`src/hw/status_led_pkg.sv`:
```
// Constants and types shared by the status indicator driver
package status_led_pkg;
    // Panel geometry
    localparam int LED_W = 16;
    // Common positions on both panels
    localparam int POS_RUN = 0;
    localparam int POS_HOST = 1;
    localparam int POS_FN_CMD = 2;
    localparam int POS_FAST = 3;
    localparam int POS_REMOTE = 4;
    // Positions on the 16-position panel
    localparam int WIDE_DEDICATED = 5;
    localparam int WIDE_FAULT = 7;
    localparam int WIDE_TX = 13;
    localparam int WIDE_RX = 14;
    localparam int WIDE_SPEED = 15;
    localparam logic [15:0] WIDE_DARK_MASK = 16'h1f40;
    // Positions on the 8-position panel
    localparam int NARROW_TX = 5;
    localparam int NARROW_RX = 6;
    localparam int NARROW_SPEED = 7;
    localparam logic [15:0] NARROW_DARK_MASK = 16'hff00;
    // Timing
    localparam int CLK_PERIOD_NS = 8;
    localparam int BLINK_HALF_MS = 50;
    localparam int BLINK_HALF_CYCLES = BLINK_HALF_MS * 1000000 / CLK_PERIOD_NS;
    localparam int BLINK_CNT_W = 23;
    // Register map
    localparam int ADDR_W = 8;
    localparam int DATA_W = 32;
    localparam logic [7:0] REG_CTRL = 8'h00;
    localparam logic [7:0] REG_STRETCH = 8'h04;
    localparam logic [7:0] REG_FLAGS = 8'h08;
    localparam logic [7:0] REG_EVENTS = 8'h0c;
    localparam logic [7:0] REG_MASK = 8'h10;
    localparam logic [7:0] REG_LEDS = 8'h14;
    localparam int CTRL_NARROW_BIT = 0;
    localparam logic CTRL_RESET = 1'h0;
    localparam int STRETCH_W = 8;
    localparam logic [7:0] STRETCH_RESET = 8'h04;
    // Sticky event bits
    localparam int EVT_W = 4;
    localparam int EVT_FATAL = 0;
    localparam int EVT_HOST_LOST = 1;
    localparam int EVT_SPEED = 2;
    localparam int EVT_INIT = 3;
    localparam logic [3:0] EVT_RESET = 4'h0;
    localparam logic [3:0] MASK_RESET = 4'h0;
    localparam int FLAGS_W = 12;

    typedef struct packed {
        logic power_good;
        logic init_done;
        logic host_if_ok;
        logic fn_block_cmd_service;
        logic fast_link_service;
        logic remote_tool_service;
        logic dedicated_comm_service;
        logic operator_interface;
        logic fatal_error;
        logic tx_active;
        logic rx_active;
        logic speed_100;
    } status_flags_t;
endpackage

```
`src/hw/status_led_indicator.sv`:
```
// Front-panel status indicator driver with register port
// How it works
// - Position 0 is lit while power is good and initialisation is done, dark otherwise.
// - Position 1 is lit while the host CPU interface communicates normally.
// - Position 2 is lit once the function-block or command service has started.
// - Position 3 is lit once the fast link service has started.
// - On the wide panel position 4 is lit once the remote tool service has started.
// - On the wide panel position 5 is lit once the dedicated communication service has started.
// - On the narrow panel position 4 is lit when the remote tool or operator interface service runs.
// - On the wide panel position 7 is lit while the module has an unrecoverable fatal error.
// - The transmit indicator blinks while frames are sent, at 13 wide or 5 narrow.
// - The receive indicator blinks while frames are received, at 14 wide or 6 narrow.
// - The speed indicator shows 10 or 100 Mb/s, at 15 wide or 7 narrow.
`timescale 1ns/10ps
`default_nettype none

module status_led_indicator #(
    parameter int unsigned BLINK_HALF_CYCLES = status_led_pkg::BLINK_HALF_CYCLES
) (
    input wire logic clk,
    input wire logic nrst,
    input wire status_led_pkg::status_flags_t flags,
    input wire logic [status_led_pkg::ADDR_W-1:0] addr,
    input wire logic [status_led_pkg::DATA_W-1:0] wdata,
    input wire logic wr,
    input wire logic rd,
    output logic [status_led_pkg::DATA_W-1:0] rdata,
    output logic irq,
    output logic [status_led_pkg::LED_W-1:0] led
);

    // Retriggerable stretch counter
    function automatic logic [status_led_pkg::STRETCH_W-1:0] next_stretch(
        input logic act,
        input logic tick,
        input logic [status_led_pkg::STRETCH_W-1:0] cnt,
        input logic [status_led_pkg::STRETCH_W-1:0] len
    );
        if (act) begin
            return (len == '0) ? status_led_pkg::STRETCH_W'(1) : len;
        end
        if (tick && cnt != '0) begin
            return cnt - status_led_pkg::STRETCH_W'(1);
        end
        return cnt;
    endfunction

    // Blink phase, starts lit on a fresh burst
    function automatic logic next_phase(
        input logic act,
        input logic tick,
        input logic [status_led_pkg::STRETCH_W-1:0] cnt,
        input logic phase
    );
        if (cnt == '0) begin
            return act;
        end
        if (tick) begin
            return ~phase;
        end
        return phase;
    endfunction

    logic narrow;
    logic [status_led_pkg::STRETCH_W-1:0] stretch_len;
    logic [status_led_pkg::EVT_W-1:0] events;
    logic [status_led_pkg::EVT_W-1:0] mask;
    logic [status_led_pkg::BLINK_CNT_W-1:0] blink_cnt;
    logic [status_led_pkg::STRETCH_W-1:0] tx_cnt;
    logic [status_led_pkg::STRETCH_W-1:0] rx_cnt;
    logic tx_phase;
    logic rx_phase;
    status_led_pkg::status_flags_t prev_flags;
    logic [status_led_pkg::LED_W-1:0] wide_led;
    logic [status_led_pkg::LED_W-1:0] narrow_led;

    // Register decode
    wire hit_ctrl = addr == status_led_pkg::REG_CTRL;
    wire hit_stretch = addr == status_led_pkg::REG_STRETCH;
    wire hit_flags = addr == status_led_pkg::REG_FLAGS;
    wire hit_events = addr == status_led_pkg::REG_EVENTS;
    wire hit_mask = addr == status_led_pkg::REG_MASK;
    wire hit_leds = addr == status_led_pkg::REG_LEDS;
    wire events_read = rd && hit_events;

    // Blink rate divider
    wire blink_tick = blink_cnt == status_led_pkg::BLINK_CNT_W'(BLINK_HALF_CYCLES - 1);
    wire [status_led_pkg::BLINK_CNT_W-1:0] next_blink_cnt =
        blink_tick ? '0 : blink_cnt + status_led_pkg::BLINK_CNT_W'(1);

    // Activity stretchers
    wire [status_led_pkg::STRETCH_W-1:0] next_tx_cnt =
        next_stretch(flags.tx_active, blink_tick, tx_cnt, stretch_len);
    wire [status_led_pkg::STRETCH_W-1:0] next_rx_cnt =
        next_stretch(flags.rx_active, blink_tick, rx_cnt, stretch_len);
    wire next_tx_phase = next_phase(flags.tx_active, blink_tick, tx_cnt, tx_phase);
    wire next_rx_phase = next_phase(flags.rx_active, blink_tick, rx_cnt, rx_phase);
    wire tx_lit = (tx_cnt != '0) && tx_phase;
    wire rx_lit = (rx_cnt != '0) && rx_phase;

    // Event detection
    wire run_ok = flags.power_good && flags.init_done;
    wire remote_or_operator_service = flags.remote_tool_service || flags.operator_interface;
    wire [status_led_pkg::EVT_W-1:0] event_set = {
        run_ok && !(prev_flags.power_good && prev_flags.init_done),
        flags.speed_100 != prev_flags.speed_100,
        !flags.host_if_ok && prev_flags.host_if_ok,
        flags.fatal_error && !prev_flags.fatal_error
    };
    wire [status_led_pkg::EVT_W-1:0] next_events =
        (events & ~(events_read ? events : '0)) | event_set;

    // Panel layouts
    always_comb begin
        wide_led = '0;
        wide_led[status_led_pkg::POS_RUN] = run_ok;
        wide_led[status_led_pkg::POS_HOST] = flags.host_if_ok;
        wide_led[status_led_pkg::POS_FN_CMD] = flags.fn_block_cmd_service;
        wide_led[status_led_pkg::POS_FAST] = flags.fast_link_service;
        wide_led[status_led_pkg::POS_REMOTE] = flags.remote_tool_service;
        wide_led[status_led_pkg::WIDE_DEDICATED] = flags.dedicated_comm_service;
        wide_led[status_led_pkg::WIDE_FAULT] = flags.fatal_error;
        wide_led[status_led_pkg::WIDE_TX] = tx_lit;
        wide_led[status_led_pkg::WIDE_RX] = rx_lit;
        wide_led[status_led_pkg::WIDE_SPEED] = flags.speed_100;
    end

    always_comb begin
        narrow_led = '0;
        narrow_led[status_led_pkg::POS_RUN] = run_ok;
        narrow_led[status_led_pkg::POS_HOST] = flags.host_if_ok;
        narrow_led[status_led_pkg::POS_FN_CMD] = flags.fn_block_cmd_service;
        narrow_led[status_led_pkg::POS_FAST] = flags.fast_link_service;
        narrow_led[status_led_pkg::POS_REMOTE] = remote_or_operator_service;
        narrow_led[status_led_pkg::NARROW_TX] = tx_lit;
        narrow_led[status_led_pkg::NARROW_RX] = rx_lit;
        narrow_led[status_led_pkg::NARROW_SPEED] = flags.speed_100;
    end

    wire [status_led_pkg::LED_W-1:0] next_led =
        narrow ? (narrow_led & ~status_led_pkg::NARROW_DARK_MASK)
               : (wide_led & ~status_led_pkg::WIDE_DARK_MASK);

    // Read data selection
    wire [status_led_pkg::DATA_W-1:0] read_value =
        hit_ctrl ? status_led_pkg::DATA_W'(narrow) :
        hit_stretch ? status_led_pkg::DATA_W'(stretch_len) :
        hit_flags ? status_led_pkg::DATA_W'(flags) :
        hit_events ? status_led_pkg::DATA_W'(events) :
        hit_mask ? status_led_pkg::DATA_W'(mask) :
        hit_leds ? status_led_pkg::DATA_W'(led) : '0;

    always_ff @(posedge clk or negedge nrst) begin
        if (!nrst) begin
            narrow <= status_led_pkg::CTRL_RESET;
        end else if (wr && hit_ctrl) begin
            narrow <= wdata[status_led_pkg::CTRL_NARROW_BIT];
        end
    end

    always_ff @(posedge clk or negedge nrst) begin
        if (!nrst) begin
            stretch_len <= status_led_pkg::STRETCH_RESET;
        end else if (wr && hit_stretch) begin
            stretch_len <= wdata[status_led_pkg::STRETCH_W-1:0];
        end
    end

    always_ff @(posedge clk or negedge nrst) begin
        if (!nrst) begin
            mask <= status_led_pkg::MASK_RESET;
        end else if (wr && hit_mask) begin
            mask <= wdata[status_led_pkg::EVT_W-1:0];
        end
    end

    // Sticky events, set wins over read clear
    always_ff @(posedge clk or negedge nrst) begin
        if (!nrst) begin
            events <= status_led_pkg::EVT_RESET;
        end else begin
            events <= next_events;
        end
    end

    always_ff @(posedge clk or negedge nrst) begin
        if (!nrst) begin
            irq <= 1'b0;
        end else begin
            irq <= (next_events & mask) != '0;
        end
    end

    always_ff @(posedge clk or negedge nrst) begin
        if (!nrst) begin
            prev_flags <= '0;
        end else begin
            prev_flags <= flags;
        end
    end

    // Read data stands one cycle
    always_ff @(posedge clk or negedge nrst) begin
        if (!nrst) begin
            rdata <= '0;
        end else begin
            rdata <= rd ? read_value : '0;
        end
    end

    // Blink divider
    always_ff @(posedge clk or negedge nrst) begin
        if (!nrst) begin
            blink_cnt <= '0;
        end else begin
            blink_cnt <= next_blink_cnt;
        end
    end

    always_ff @(posedge clk or negedge nrst) begin
        if (!nrst) begin
            tx_cnt <= '0;
            tx_phase <= 1'b0;
        end else begin
            tx_cnt <= next_tx_cnt;
            tx_phase <= next_tx_phase;
        end
    end

    always_ff @(posedge clk or negedge nrst) begin
        if (!nrst) begin
            rx_cnt <= '0;
            rx_phase <= 1'b0;
        end else begin
            rx_cnt <= next_rx_cnt;
            rx_phase <= next_rx_phase;
        end
    end

    always_ff @(posedge clk or negedge nrst) begin
        if (!nrst) begin
            led <= '0;
        end else begin
            led <= next_led;
        end
    end
endmodule

`default_nettype wire

```
`config.mk`:
```
export PLATFORM = sky130hd
export DESIGN_NAME = status_led_indicator
export DESIGN_NICKNAME = d
export VERILOG_FILES = /design/src/hw/status_led_pkg.sv /design/src/hw/status_led_indicator.sv
export SDC_FILE = /design/constraint.sdc
export NUM_CORES = 1
export LEC_CHECK = 0
export BUFFER_PORTS_ARGS = -buffer_cell sky130_fd_sc_hd__buf_2
export CAP_MARGIN = 20
export CORE_MARGIN = 3
export CORE_UTILIZATION = 49
export DETAILED_ROUTE_END_ITERATION = 6
export PLACE_DENSITY = 0.86
export SLEW_MARGIN = 40
export SYNTH_ARGS = -nofsm -noshare
export SYNTH_HDL_FRONTEND = slang
export SYNTH_SLANG_ARGS = --single-unit
```
`constraint.sdc`:
```
create_clock -name clk -period 2.5 [get_ports clk]
set_clock_uncertainty 0.2 [all_clocks]
set_input_delay 0.375 -clock clk [delete_from_list [all_inputs] [get_ports clk]]
set_output_delay 0.375 -clock clk [all_outputs]
set_load 0.005 [all_outputs]
```
==> results.toml, run 1 <==
[global_routing]
grt_overflow = 0
grt_pass1_vias = 3526
antenna_found_initial = 0
grt_pass1_wl_um = 16700
grt_max_degree = 50
grt_use_total_pct = 20.2

[worst_setup_path]
cp.required_ns = 2.54
worst_setup_path_start_kind = "register"
cp_cell_sequence = "or4_1, or3_4, buf_12, buf_4, nor4_2, xnor2_1, o21ai_1"
path_class = "reg -> reg"
end_kind = "register"
max_stage_delay_ns = 0.51
worst_path_max_delay_cell = "or4_1"
arrival_ns = 2.43
crit_fanout = 8

[die]
dieArea_mm2 = 0.0103
ioPinCount = 105
die_h_um = 102
dieWidth_um = 102
start_util_pct = 50.8
rows = 34
coreArea_mm2 = 0.00881

[routing]
drt_wl_total_um = 9870
met1_length_um = 4030
avgRoutedWirePerCell_um = 15.7
drt_iter0_drc = 228
highest_layer = "met4"
ant_nets = 0
wl_met2_um = 5000
drc = 0
drt_pass1_iterations = 6
wl_met3_um = 685
num_vias = 3510
viasPerCell = 5.60

[timing]
period_share_pct = 95.3
hold_viol_final = 0
fmax_mhz = 420
setup_tns_ns = 0
worst_pin_slew_ns = 0.504
period_minus_slack_ns = 2.38
rsz0062_at_grt = "no"
finalSetupViolCount = 0
hold_ws_ns = 0.0169
drv_slew = 0
relSlewSlack_pct = 66.1

[yosys]
netlist_area_mm2 = 0.00447
syn_avg_cell_area_um2 = 10.1
synth-main-ff-cell = "dfrtp_1"
ys_seq_area_share_pct = 49.8
synth.most_common_cell = "dfrtp_1"
async_reset_ff_share_pct = 100
synth_area_leaders = "dfrtp_1, xnor2_1, buf_4, nand2_1, nor4_2"
synth_edf_count = 0
synth_largest_area_cell = "dfrtp_1"
yosysWarnings = 0
synth_common_cells = "dfrtp_1, nand2_1, nor2_1"
yosysTopAreaCellShare_pct = 49.3
synth_cell_types = 48
syn_inst = 441
synth_seq_cells = 89

[final_layout]
fillCellCount = 740
diodes = 0
drive_gt1_share_pct = 23.3
fin_nets = 575
stdcell_count = 627
area_growth_pct = 16.6

[place]
numPortBuffers = 58
placed_cells = 599
gp_congestion = 0.940
hpwl_um = 7090

[run]
maxCapViolCount = 0

[cts]
clock-sinks = 89
cts_tree = "yes"
cts_root_buffer = "clkbuf_8"
clkSlewWorstSetupHoldPaths_ns = 0.09
clock_latency_ns = 0.36
h-tree-depth = 3
cts_buffers = 9
clock_path_buffers = 2

[power_and_ir_drop]
ir_worst_vdd_v = 0.000310
p_leak_nw = 2.40
total_power_mw = 2.83
power_density_mw_per_mm2 = 543

[min_path]
min_path_type = "in -> reg"

[outcome]
status = "complete, no violations"
[worst paths after layout]
check	startpoint	endpoint	slack, ns	depth (start not counted)
min in group asynchronous	nrst	blink_cnt[12]$_DFF_PN0_	0.19	2
setup / recovery	blink_cnt[7]$_DFF_PN0_	rx_cnt[5]$_DFFE_PN0P_	0.12	7
max in group asynchronous	nrst	rx_cnt[3]$_DFFE_PN0P_	1.30	3
setup reg to reg	blink_cnt[7]$_DFF_PN0_	rx_cnt[5]$_DFFE_PN0P_	0.12	7
hold / removal	wdata[5]	stretch_len[5]$_DFFE_PN0P_	0.02	3
hold reg to reg	blink_cnt[0]$_DFF_PN0_	blink_cnt[0]$_DFF_PN0_	0.27	1
[metal layers]
layer | vias up | track usage [%]
li1 | 1637 | -
met1 | 1713 | 25.0
met2 | 145 | 34.3
met3 | 15 | 5.58
met4 | 0 | 6.34
met5 | - | 0
[cell families after synthesis]
kind of cell,Yosys count,synth area share (%)
other cells,1,0.0839
compound gates,72,9.96
mux,20,4.79
buf+inv,56,7.00
simple gates,168,21.0
flops,89,49.8
xor+xnor,30,5.88
fa+ha+maj,5,1.40
[metrics by stage]
stage               setup slack (ns)  utilization, %  cell area [µm²]
detailed placement            0.0620            55.0             4840
CTS                           0.0431            58.3             5130
finish                         0.117            59.2             5210
global placement              0.0971            55.0             4840
global route                  0.0147            59.2             5210
floorplan                      0.173               -             4550
[power by group]
| group | switching (mW) | internal [mW] | leakage [nW] |
|---|---|---|---|
| Clock | 0.502 | 0.522 | 0.110 |
| Combinational | 0.149 | 0.110 | 1.18 |
| Sequential | 0.0538 | 1.49 | 1.10 |
[worst max-delay path, delay by kind of cell, from the launching register on]
family	cells	cell delay, ns
xor gates and xnor gates	1	0.16
buffers and inverters	2	0.30
DFF	1	0.38
and+or+nand+nor	3	1.17
AOI/OAI and AO/OA	1	0.07
[timing repair]
item                       CTS  global route
setup endpoints to repair    0            17
setup buffers                0             3
hold buffers                 8             0
hold endpoints to repair    95             0
gates resized for setup      0             5
[layout by cell type (no fill, tap or decap), drive strengths merged, types with 2 or more instances in the layout]
cell and n:
or3 4, nand3b 2, clkbuf 12, conb 22, nor3 11, o21ai 31, buf 74, dfrtp 88
nor2 35, nor2b 4, nand4 4, nor4 16, a22oi 6, nor4b 2, nand3 17, or3b 2
dlygate4sd3 8, a21oi 8, o31ai 3, ha 5, mux2 11, a21o 6, or4 5, clkinv 3
o211ai 8, o22ai 4, mux2i 9, nor3b 2, nand2 42, and2 7, a211o 2, xor2 8
and4b 2, and3 11, xnor2 22, inv 15
[state kept, by name, summed over array words and instances (netlist names), 8 cells and up]
signal / count
blink_cnt: 23
led: 11
rdata: 15
rx_cnt: 8
stretch_len: 8
tx_cnt: 8
[final cells by class]
cell class / instances / area, µm² / share of cell area [%]
Sequential cell: 89 / 2230 / 42.7
Multi-Input combinational cell: 317 / 2040 / 39.2
Timing Repair Buffer: 83 / 543 / 10.4
Clock buffer: 11 / 151 / 2.90
Tap cell: 108 / 135 / 2.59
Clock inverter: 5 / 61.3 / 1.18
Inverter: 14 / 52.6 / 1.01
No activity file was read; power rests on OpenSTA's default activity.
==> inputs of run 2 (changes only) <==
--- a/config.mk
+++ b/config.mk
@@ -8,9 +8,9 @@
 export BUFFER_PORTS_ARGS = -buffer_cell sky130_fd_sc_hd__buf_2
 export CAP_MARGIN = 20
 export CORE_MARGIN = 3
-export CORE_UTILIZATION = 49
+export CORE_UTILIZATION = 35
 export DETAILED_ROUTE_END_ITERATION = 6
-export PLACE_DENSITY = 0.86
+export PLACE_DENSITY = 0.67
 export SLEW_MARGIN = 40
 export SYNTH_ARGS = -nofsm -noshare
 export SYNTH_HDL_FRONTEND = slang
==> run 2 against run 1 <==
Effect of this change: via count shrank 2.8%; sequential cell count is the same; maximum frequency shrank 1.1%; total power grew 11%; worst hold slack lost 0.015 ns; critical path depth shrank 1; utilization shrank 15 points; setup slack lost 0.027 ns; die area grew 37%; register-to-register slack lost 0.03 ns; clock power grew 31%; final cell count grew 10%; largest power group unchanged.
==> results.toml, run 2 (synthesis gave the netlist of run 1 again) <==
[outcome]
status = "complete, no violations"

[global_routing]
grt_max_degree = 39
grt_pass1_vias = 3362
antenna_found_initial = 0
grt_overflow = 0
grt_use_total_pct = 14.5
grt_pass1_wl_um = 16700

[power_and_ir_drop]
power_density_mw_per_mm2 = 585
intPower_mw = 2.40
seq_power_share_pct = 49.3
p_leak_nw = 2.43
clock_power_share_pct = 42.5
ir_worst_vdd_v = 0.000259
swShare_pct = 23.6
p_sw_uw = 742
p_comb_share_pct = 8.2

[routing]
drt_wl_total_um = 10100
viasPerCell = 4.94
drt_iter0_drc = 257
drt_pass1_iterations = 5
num_vias = 3412
avgRoutedWirePerCell_um = 14.7
drc = 0
ant_nets = 0

[die]
start_util_pct = 36.5
die_h_um = 119
dieWidth_um = 119
ioPinCount = 105
coreArea_mm2 = 0.0123
dieArea_mm2 = 0.0142
rows = 40

[cts]
cts_buffers = 9
cts_tree = "yes"
clkSlewWorstSetupHoldPaths_ns = 0.06
clock-sinks = 89
cts_root_buffer = "clkbuf_16"
clock_latency_ns = 0.34
h-tree-depth = 3
clock_path_buffers = 2

[final_layout]
diodes = 0
multiInputGateArea_mm2 = 0.00202
top_regs = "blink_cnt x23, rdata x15, led x11"
drive_gt1_share_pct = 23.9
regArea_mm2 = 0.00223
stdcell_count = 690
area_growth_pct = 20.1
final_util_pct = 43.8
largest_register_ffs = 23
mostFrequentLayoutCells = "dfrtp_1, buf_2, nand2_1, nor2_1"
fillCellCount = 1194
top_register = "blink_cnt"
final_common_cell = "dfrtp_1"
fin_nets = 578

[timing]
fmax_mhz = 415
hold_ws_ns = 0.00218
setup_tns_ns = 0
finalSetupViolCount = 0
hold_viol_final = 0
period_share_pct = 96.4
period_minus_slack_ns = 2.41
drv_slew = 0
rsz0062_at_grt = "no"

[worst_setup_path]
worst_path_max_delay_cell = "or4_4"
path_class = "reg -> reg"
worst_setup_path_start_kind = "register"
cp.required_ns = 2.52
cp_cell_sequence = "or4_4, or3_4, buf_12, nor4_2, a21oi_1, nand3b_1"
end_kind = "register"
arrival_ns = 2.43
max_stage_delay_ns = 0.53
crit_fanout = 7

[run]
maxCapViolCount = 0

[min_path]
min_path_type = "in -> reg"

[place]
placed_cells = 663
gp_congestion = 0.873
hpwl_um = 7290
numPortBuffers = 58
[run 2: stage by stage]
stage | power, mW | worst slack, ns | area (µm²)
floorplan | 1.72 | 0.173 | 4550
global placement | 1.81 | 0.0821 | 4930
detailed placement | 1.82 | 0.0627 | 4930
CTS | 3.18 | 0.0523 | 5300
global route | 3.29 | 0.000389 | 5370
finish | 3.14 | 0.0900 | 5370
[run 2: routing by layer]
layer  share of wire (%)  global-route usage, %
met1                  45                   19.3
met2                  49                   23.4
met3                 4.6                   3.18
met4                 1.6                   4.71
met5                   0                      0
[run 2: power groups by stage]
stage                     sequential [mW]  combinational, mW  clock (mW)
after global routing                 1.55              0.294        1.44
after global placement               1.57              0.242           0
final                                1.55              0.257        1.34
after CTS                            1.55              0.260        1.37
after detailed placement             1.57              0.250           0
after floorplan                      1.56              0.164           0
[run 2: area by class of cell]
class,count,area share [%]
flip-flops and latches,89,41.5
repair buffers,86,10.5
well taps,168,3.92
clock buffers,10,4.45
inverters,14,0.979
clock inverters,6,1.07
multi-input cells,317,37.6
[run 2: worst paths after layout]
kind                                              from                      end  slack (ns)  cells after the start
worst max-delay path            blink_cnt[7]$_DFF_PN0_    rx_cnt[4]$_DFFE_PN0P_        0.09                      6
worst min-delay path                          flags[0]  prev_flags[0]$_DFF_PN0_       0.002                      1
worst max register to register  blink_cnt[7]$_DFF_PN0_    rx_cnt[4]$_DFFE_PN0P_        0.09                      6
worst min register to register  blink_cnt[0]$_DFF_PN0_   blink_cnt[0]$_DFF_PN0_        0.26                      1
max in group asynchronous                         nrst  blink_cnt[13]$_DFF_PN0_        1.11                      3
min in group asynchronous                         nrst       rdata[0]$_DFF_PN0_        0.35                      2
[run 2: critical path, delay by kind of cell (launching register included)]
| kind | cells | cell delay, ns |
|---|---|---|
| buffers and inverters | 1 | 0.16 |
| AO/OA/AOI/OAI | 1 | 0.10 |
| flip-flops | 1 | 0.38 |
| AND/OR/NAND/NOR | 4 | 1.45 |
[run 2: what timing repair did]
action,4_1_cts,5_1_grt
hold buffers,7,0
resized for setup,0,5
endpoints found under the hold margin,41,0
setup buffers,0,3
endpoints found under the setup margin,0,6
==> inputs of run 3 (changes only) <==
--- a/config.mk
+++ b/config.mk
@@ -5,12 +5,13 @@
 export SDC_FILE = /design/constraint.sdc
 export NUM_CORES = 1
 export LEC_CHECK = 0
+export ABC_AREA = 1
 export BUFFER_PORTS_ARGS = -buffer_cell sky130_fd_sc_hd__buf_2
 export CAP_MARGIN = 20
 export CORE_MARGIN = 3
 export CORE_UTILIZATION = 35
 export DETAILED_ROUTE_END_ITERATION = 6
-export PLACE_DENSITY = 0.67
+export PLACE_DENSITY = 0.66
 export SLEW_MARGIN = 40
 export SYNTH_ARGS = -nofsm -noshare
 export SYNTH_HDL_FRONTEND = slang
==> run 3 against run 2 <==
Effect of this change: die area rose by 9.3%; combinational power rose by 2%; critical path depth did not move; critical path type unchanged; largest power group unchanged.
==> results.toml, run 3 <==
[timing]
fmax_mhz = 495
relSlewSlack_pct = 64.4
worst_pin_slew_ns = 0.533
rsz0062_at_grt = "no"
period_share_pct = 80.9
hold_ws_ns = 0.0405
period_minus_slack_ns = 2.02
hold_viol_final = 0
setup_tns_ns = 0
setup_slack_ns = 0.479
drv_slew = 0
finalSetupViolCount = 0

[place]
hpwl_um = 8610
placed_cell_area_mm2 = 0.00532
post-place-ws_ns = 0.459
numPortBuffers = 58
gp_congestion = 0.894
placed_cells = 851

[yosys]
yosysTopAreaCellShare_pct = 44.9
synth_edf_count = 0
async_reset_ff_share_pct = 100
syn_avg_cell_area_um2 = 7.84
synth_area_leaders = "dfrtp_1, nand2_1, nand3_1, inv_1, nor2_1"
yosysWarnings = 0
synth_seq_cells = 89
synth-main-ff-cell = "dfrtp_1"
netlist_area_mm2 = 0.00491
ys_seq_area_share_pct = 45.4
syn_inst = 626
synth.most_common_cell = "nand2_1"
synth_cell_types = 33
synth_largest_area_cell = "dfrtp_1"
synth_common_cells = "nand2_1, nand3_1, dfrtp_1"

[global_routing]
grt_max_degree = 38
grt_pass1_wl_um = 18600
grt_overflow = 0
grt_pass1_vias = 3771
grt_use_total_pct = 14.8
antenna_found_initial = 0

[cts]
hold_buffers = 8
clock-sinks = 89
clock_latency_ns = 0.34
ctsResizeCount = 0
cts_root_buffer = "clkbuf_16"
cts_tree = "yes"
clock_path_buffers = 2
clkSlewWorstSetupHoldPaths_ns = 0.07
post_cts_buffers = 0
cts_buffers = 9
h-tree-depth = 3

[power_and_ir_drop]
ir_worst_vdd_v = 0.000391
total_power_mw = 3.06
p_leak_nw = 2.92
clock_power_share_pct = 41.1
swShare_pct = 25.0
power_density_mw_per_mm2 = 539
seq_power_share_pct = 50.4
p_comb_share_pct = 8.6
p_sw_uw = 764
intPower_mw = 2.30

[routing]
num_vias = 4097
drc = 0
drt_iter0_drc = 193
avgRoutedWirePerCell_um = 13.1
drt_wl_total_um = 11500
ant_nets = 0
viasPerCell = 4.68
drt_pass1_iterations = 5

[final_layout]
diodes = 0
top_regs = "blink_cnt x23, rdata x15, led x11"
area_growth_pct = 15.5
top_register = "blink_cnt"
drive_gt1_share_pct = 16.0
largest_register_ffs = 23
final_area_mm2 = 0.00567
fin_nets = 755
mostFrequentLayoutCells = "nand2_1, nand3_1, dfrtp_1, inv_1, nor2_1"
stdcell_count = 875
final_util_pct = 42.0
final_common_cell = "nand2_1"

[worst_setup_path]
arrival_ns = 2.03
crit_fanout = 7
end_kind = "register"
cp.required_ns = 2.51
worst_setup_path_start_kind = "register"
cp_num_buf_inv = 0
worst_path_max_delay_cell = "nor4_4"
path_class = "reg -> reg"
crit_family = "simple AND/OR/NAND/NOR gates"
max_stage_delay_ns = 0.42
cp_cell_sequence = "ha_1, nand2_1, nor2_4, nand3_1, nor4_4, nor2_1"

[die]
dieWidth_um = 124
coreArea_mm2 = 0.0135
ioPinCount = 105
start_util_pct = 36.4
rows = 42
dieArea_mm2 = 0.0155
die_h_um = 124

[min_path]
min_path_type = "in -> reg"

[run]
maxCapViolCount = 0

[outcome]
status = "complete, no violations"
-- run 3: cell count changes after synthesis, sizes merged, moves of 8 or more --
cell    previous run  this run
xnor2             22        10
clkbuf            14         6
nand4              4        13
inv               14        87
nand2             42       133
o211ai             8         0
nor2              35        87
mux2i              9         0
and3              11         0
mux2              11         0
nand3             17       101
nor4              16         1
-- run 3: area by class of cell --
class | count | area [µm²]
Clock buffer | 12 | 246
Clock inverter | 4 | 28.8
Fill cell | 1331 | 7830
Inverter | 88 | 330
Multi-Input combinational cell | 433 | 2180
Sequential cell | 89 | 2230
Tap cell | 176 | 220
Timing Repair Buffer | 73 | 438
-- run 3: power groups by stage --
stage,Clock (mW),Combinational [mW],Sequential (mW)
floorplan,0,0.165,1.55
global placement,0,0.252,1.57
detailed placement,0,0.256,1.57
CTS,1.29,0.266,1.54
global route,1.35,0.304,1.55
finish,1.26,0.263,1.54
-- run 3: worst register-to-register path, stage by stage, from the launching register on --
cell and delay [ns]:
dfrtp_1 0.40, ha_1 0.26, nand2_1 0.11, nor2_4 0.23
nand3_1 0.16, nor4_4 0.42, nor2_1 0.10
-- run 3: final timing paths --
check                                       start                    endpoint  slack [ns]  cells past startpoint
max in group asynchronous                    nrst  stretch_len[2]$_DFFE_PN1P_        1.07                      3
min reg2reg                  tx_phase$_DFFE_PN0P_        tx_phase$_DFFE_PN0P_        0.26                      1
min in group asynchronous                    nrst      blink_cnt[6]$_DFF_PN0_        0.37                      2
max                        blink_cnt[0]$_DFF_PN0_     blink_cnt[19]$_DFF_PN0_        0.48                      6
max reg2reg                blink_cnt[0]$_DFF_PN0_     blink_cnt[19]$_DFF_PN0_        0.48                      6
min                                      wdata[5]  stretch_len[5]$_DFFE_PN0P_        0.04                      3
-- run 3: logic make-up after synthesis --
kind of cell    after synthesis  share of synthesized area (%)
compound gates               38                           4.10
simple gates                346                           33.4
buf+inv                     125                           11.8
flops                        89                           45.4
other cells                   1                         0.0764
xor+xnor                     22                           3.92
fa+ha+maj                     5                           1.27
-- run 3: routing by layer --
| layer | track usage, % | part of all wire, % | vias up |
|---|---|---|---|
| met5 | 0 | 0 | - |
| met4 | 5.09 | 1.4 | 0 |
| met3 | 3.09 | 5.2 | 13 |
| met2 | 23.5 | 47 | 111 |
| met1 | 20.0 | 46 | 1895 |
| li1 | - | - | 2078 |
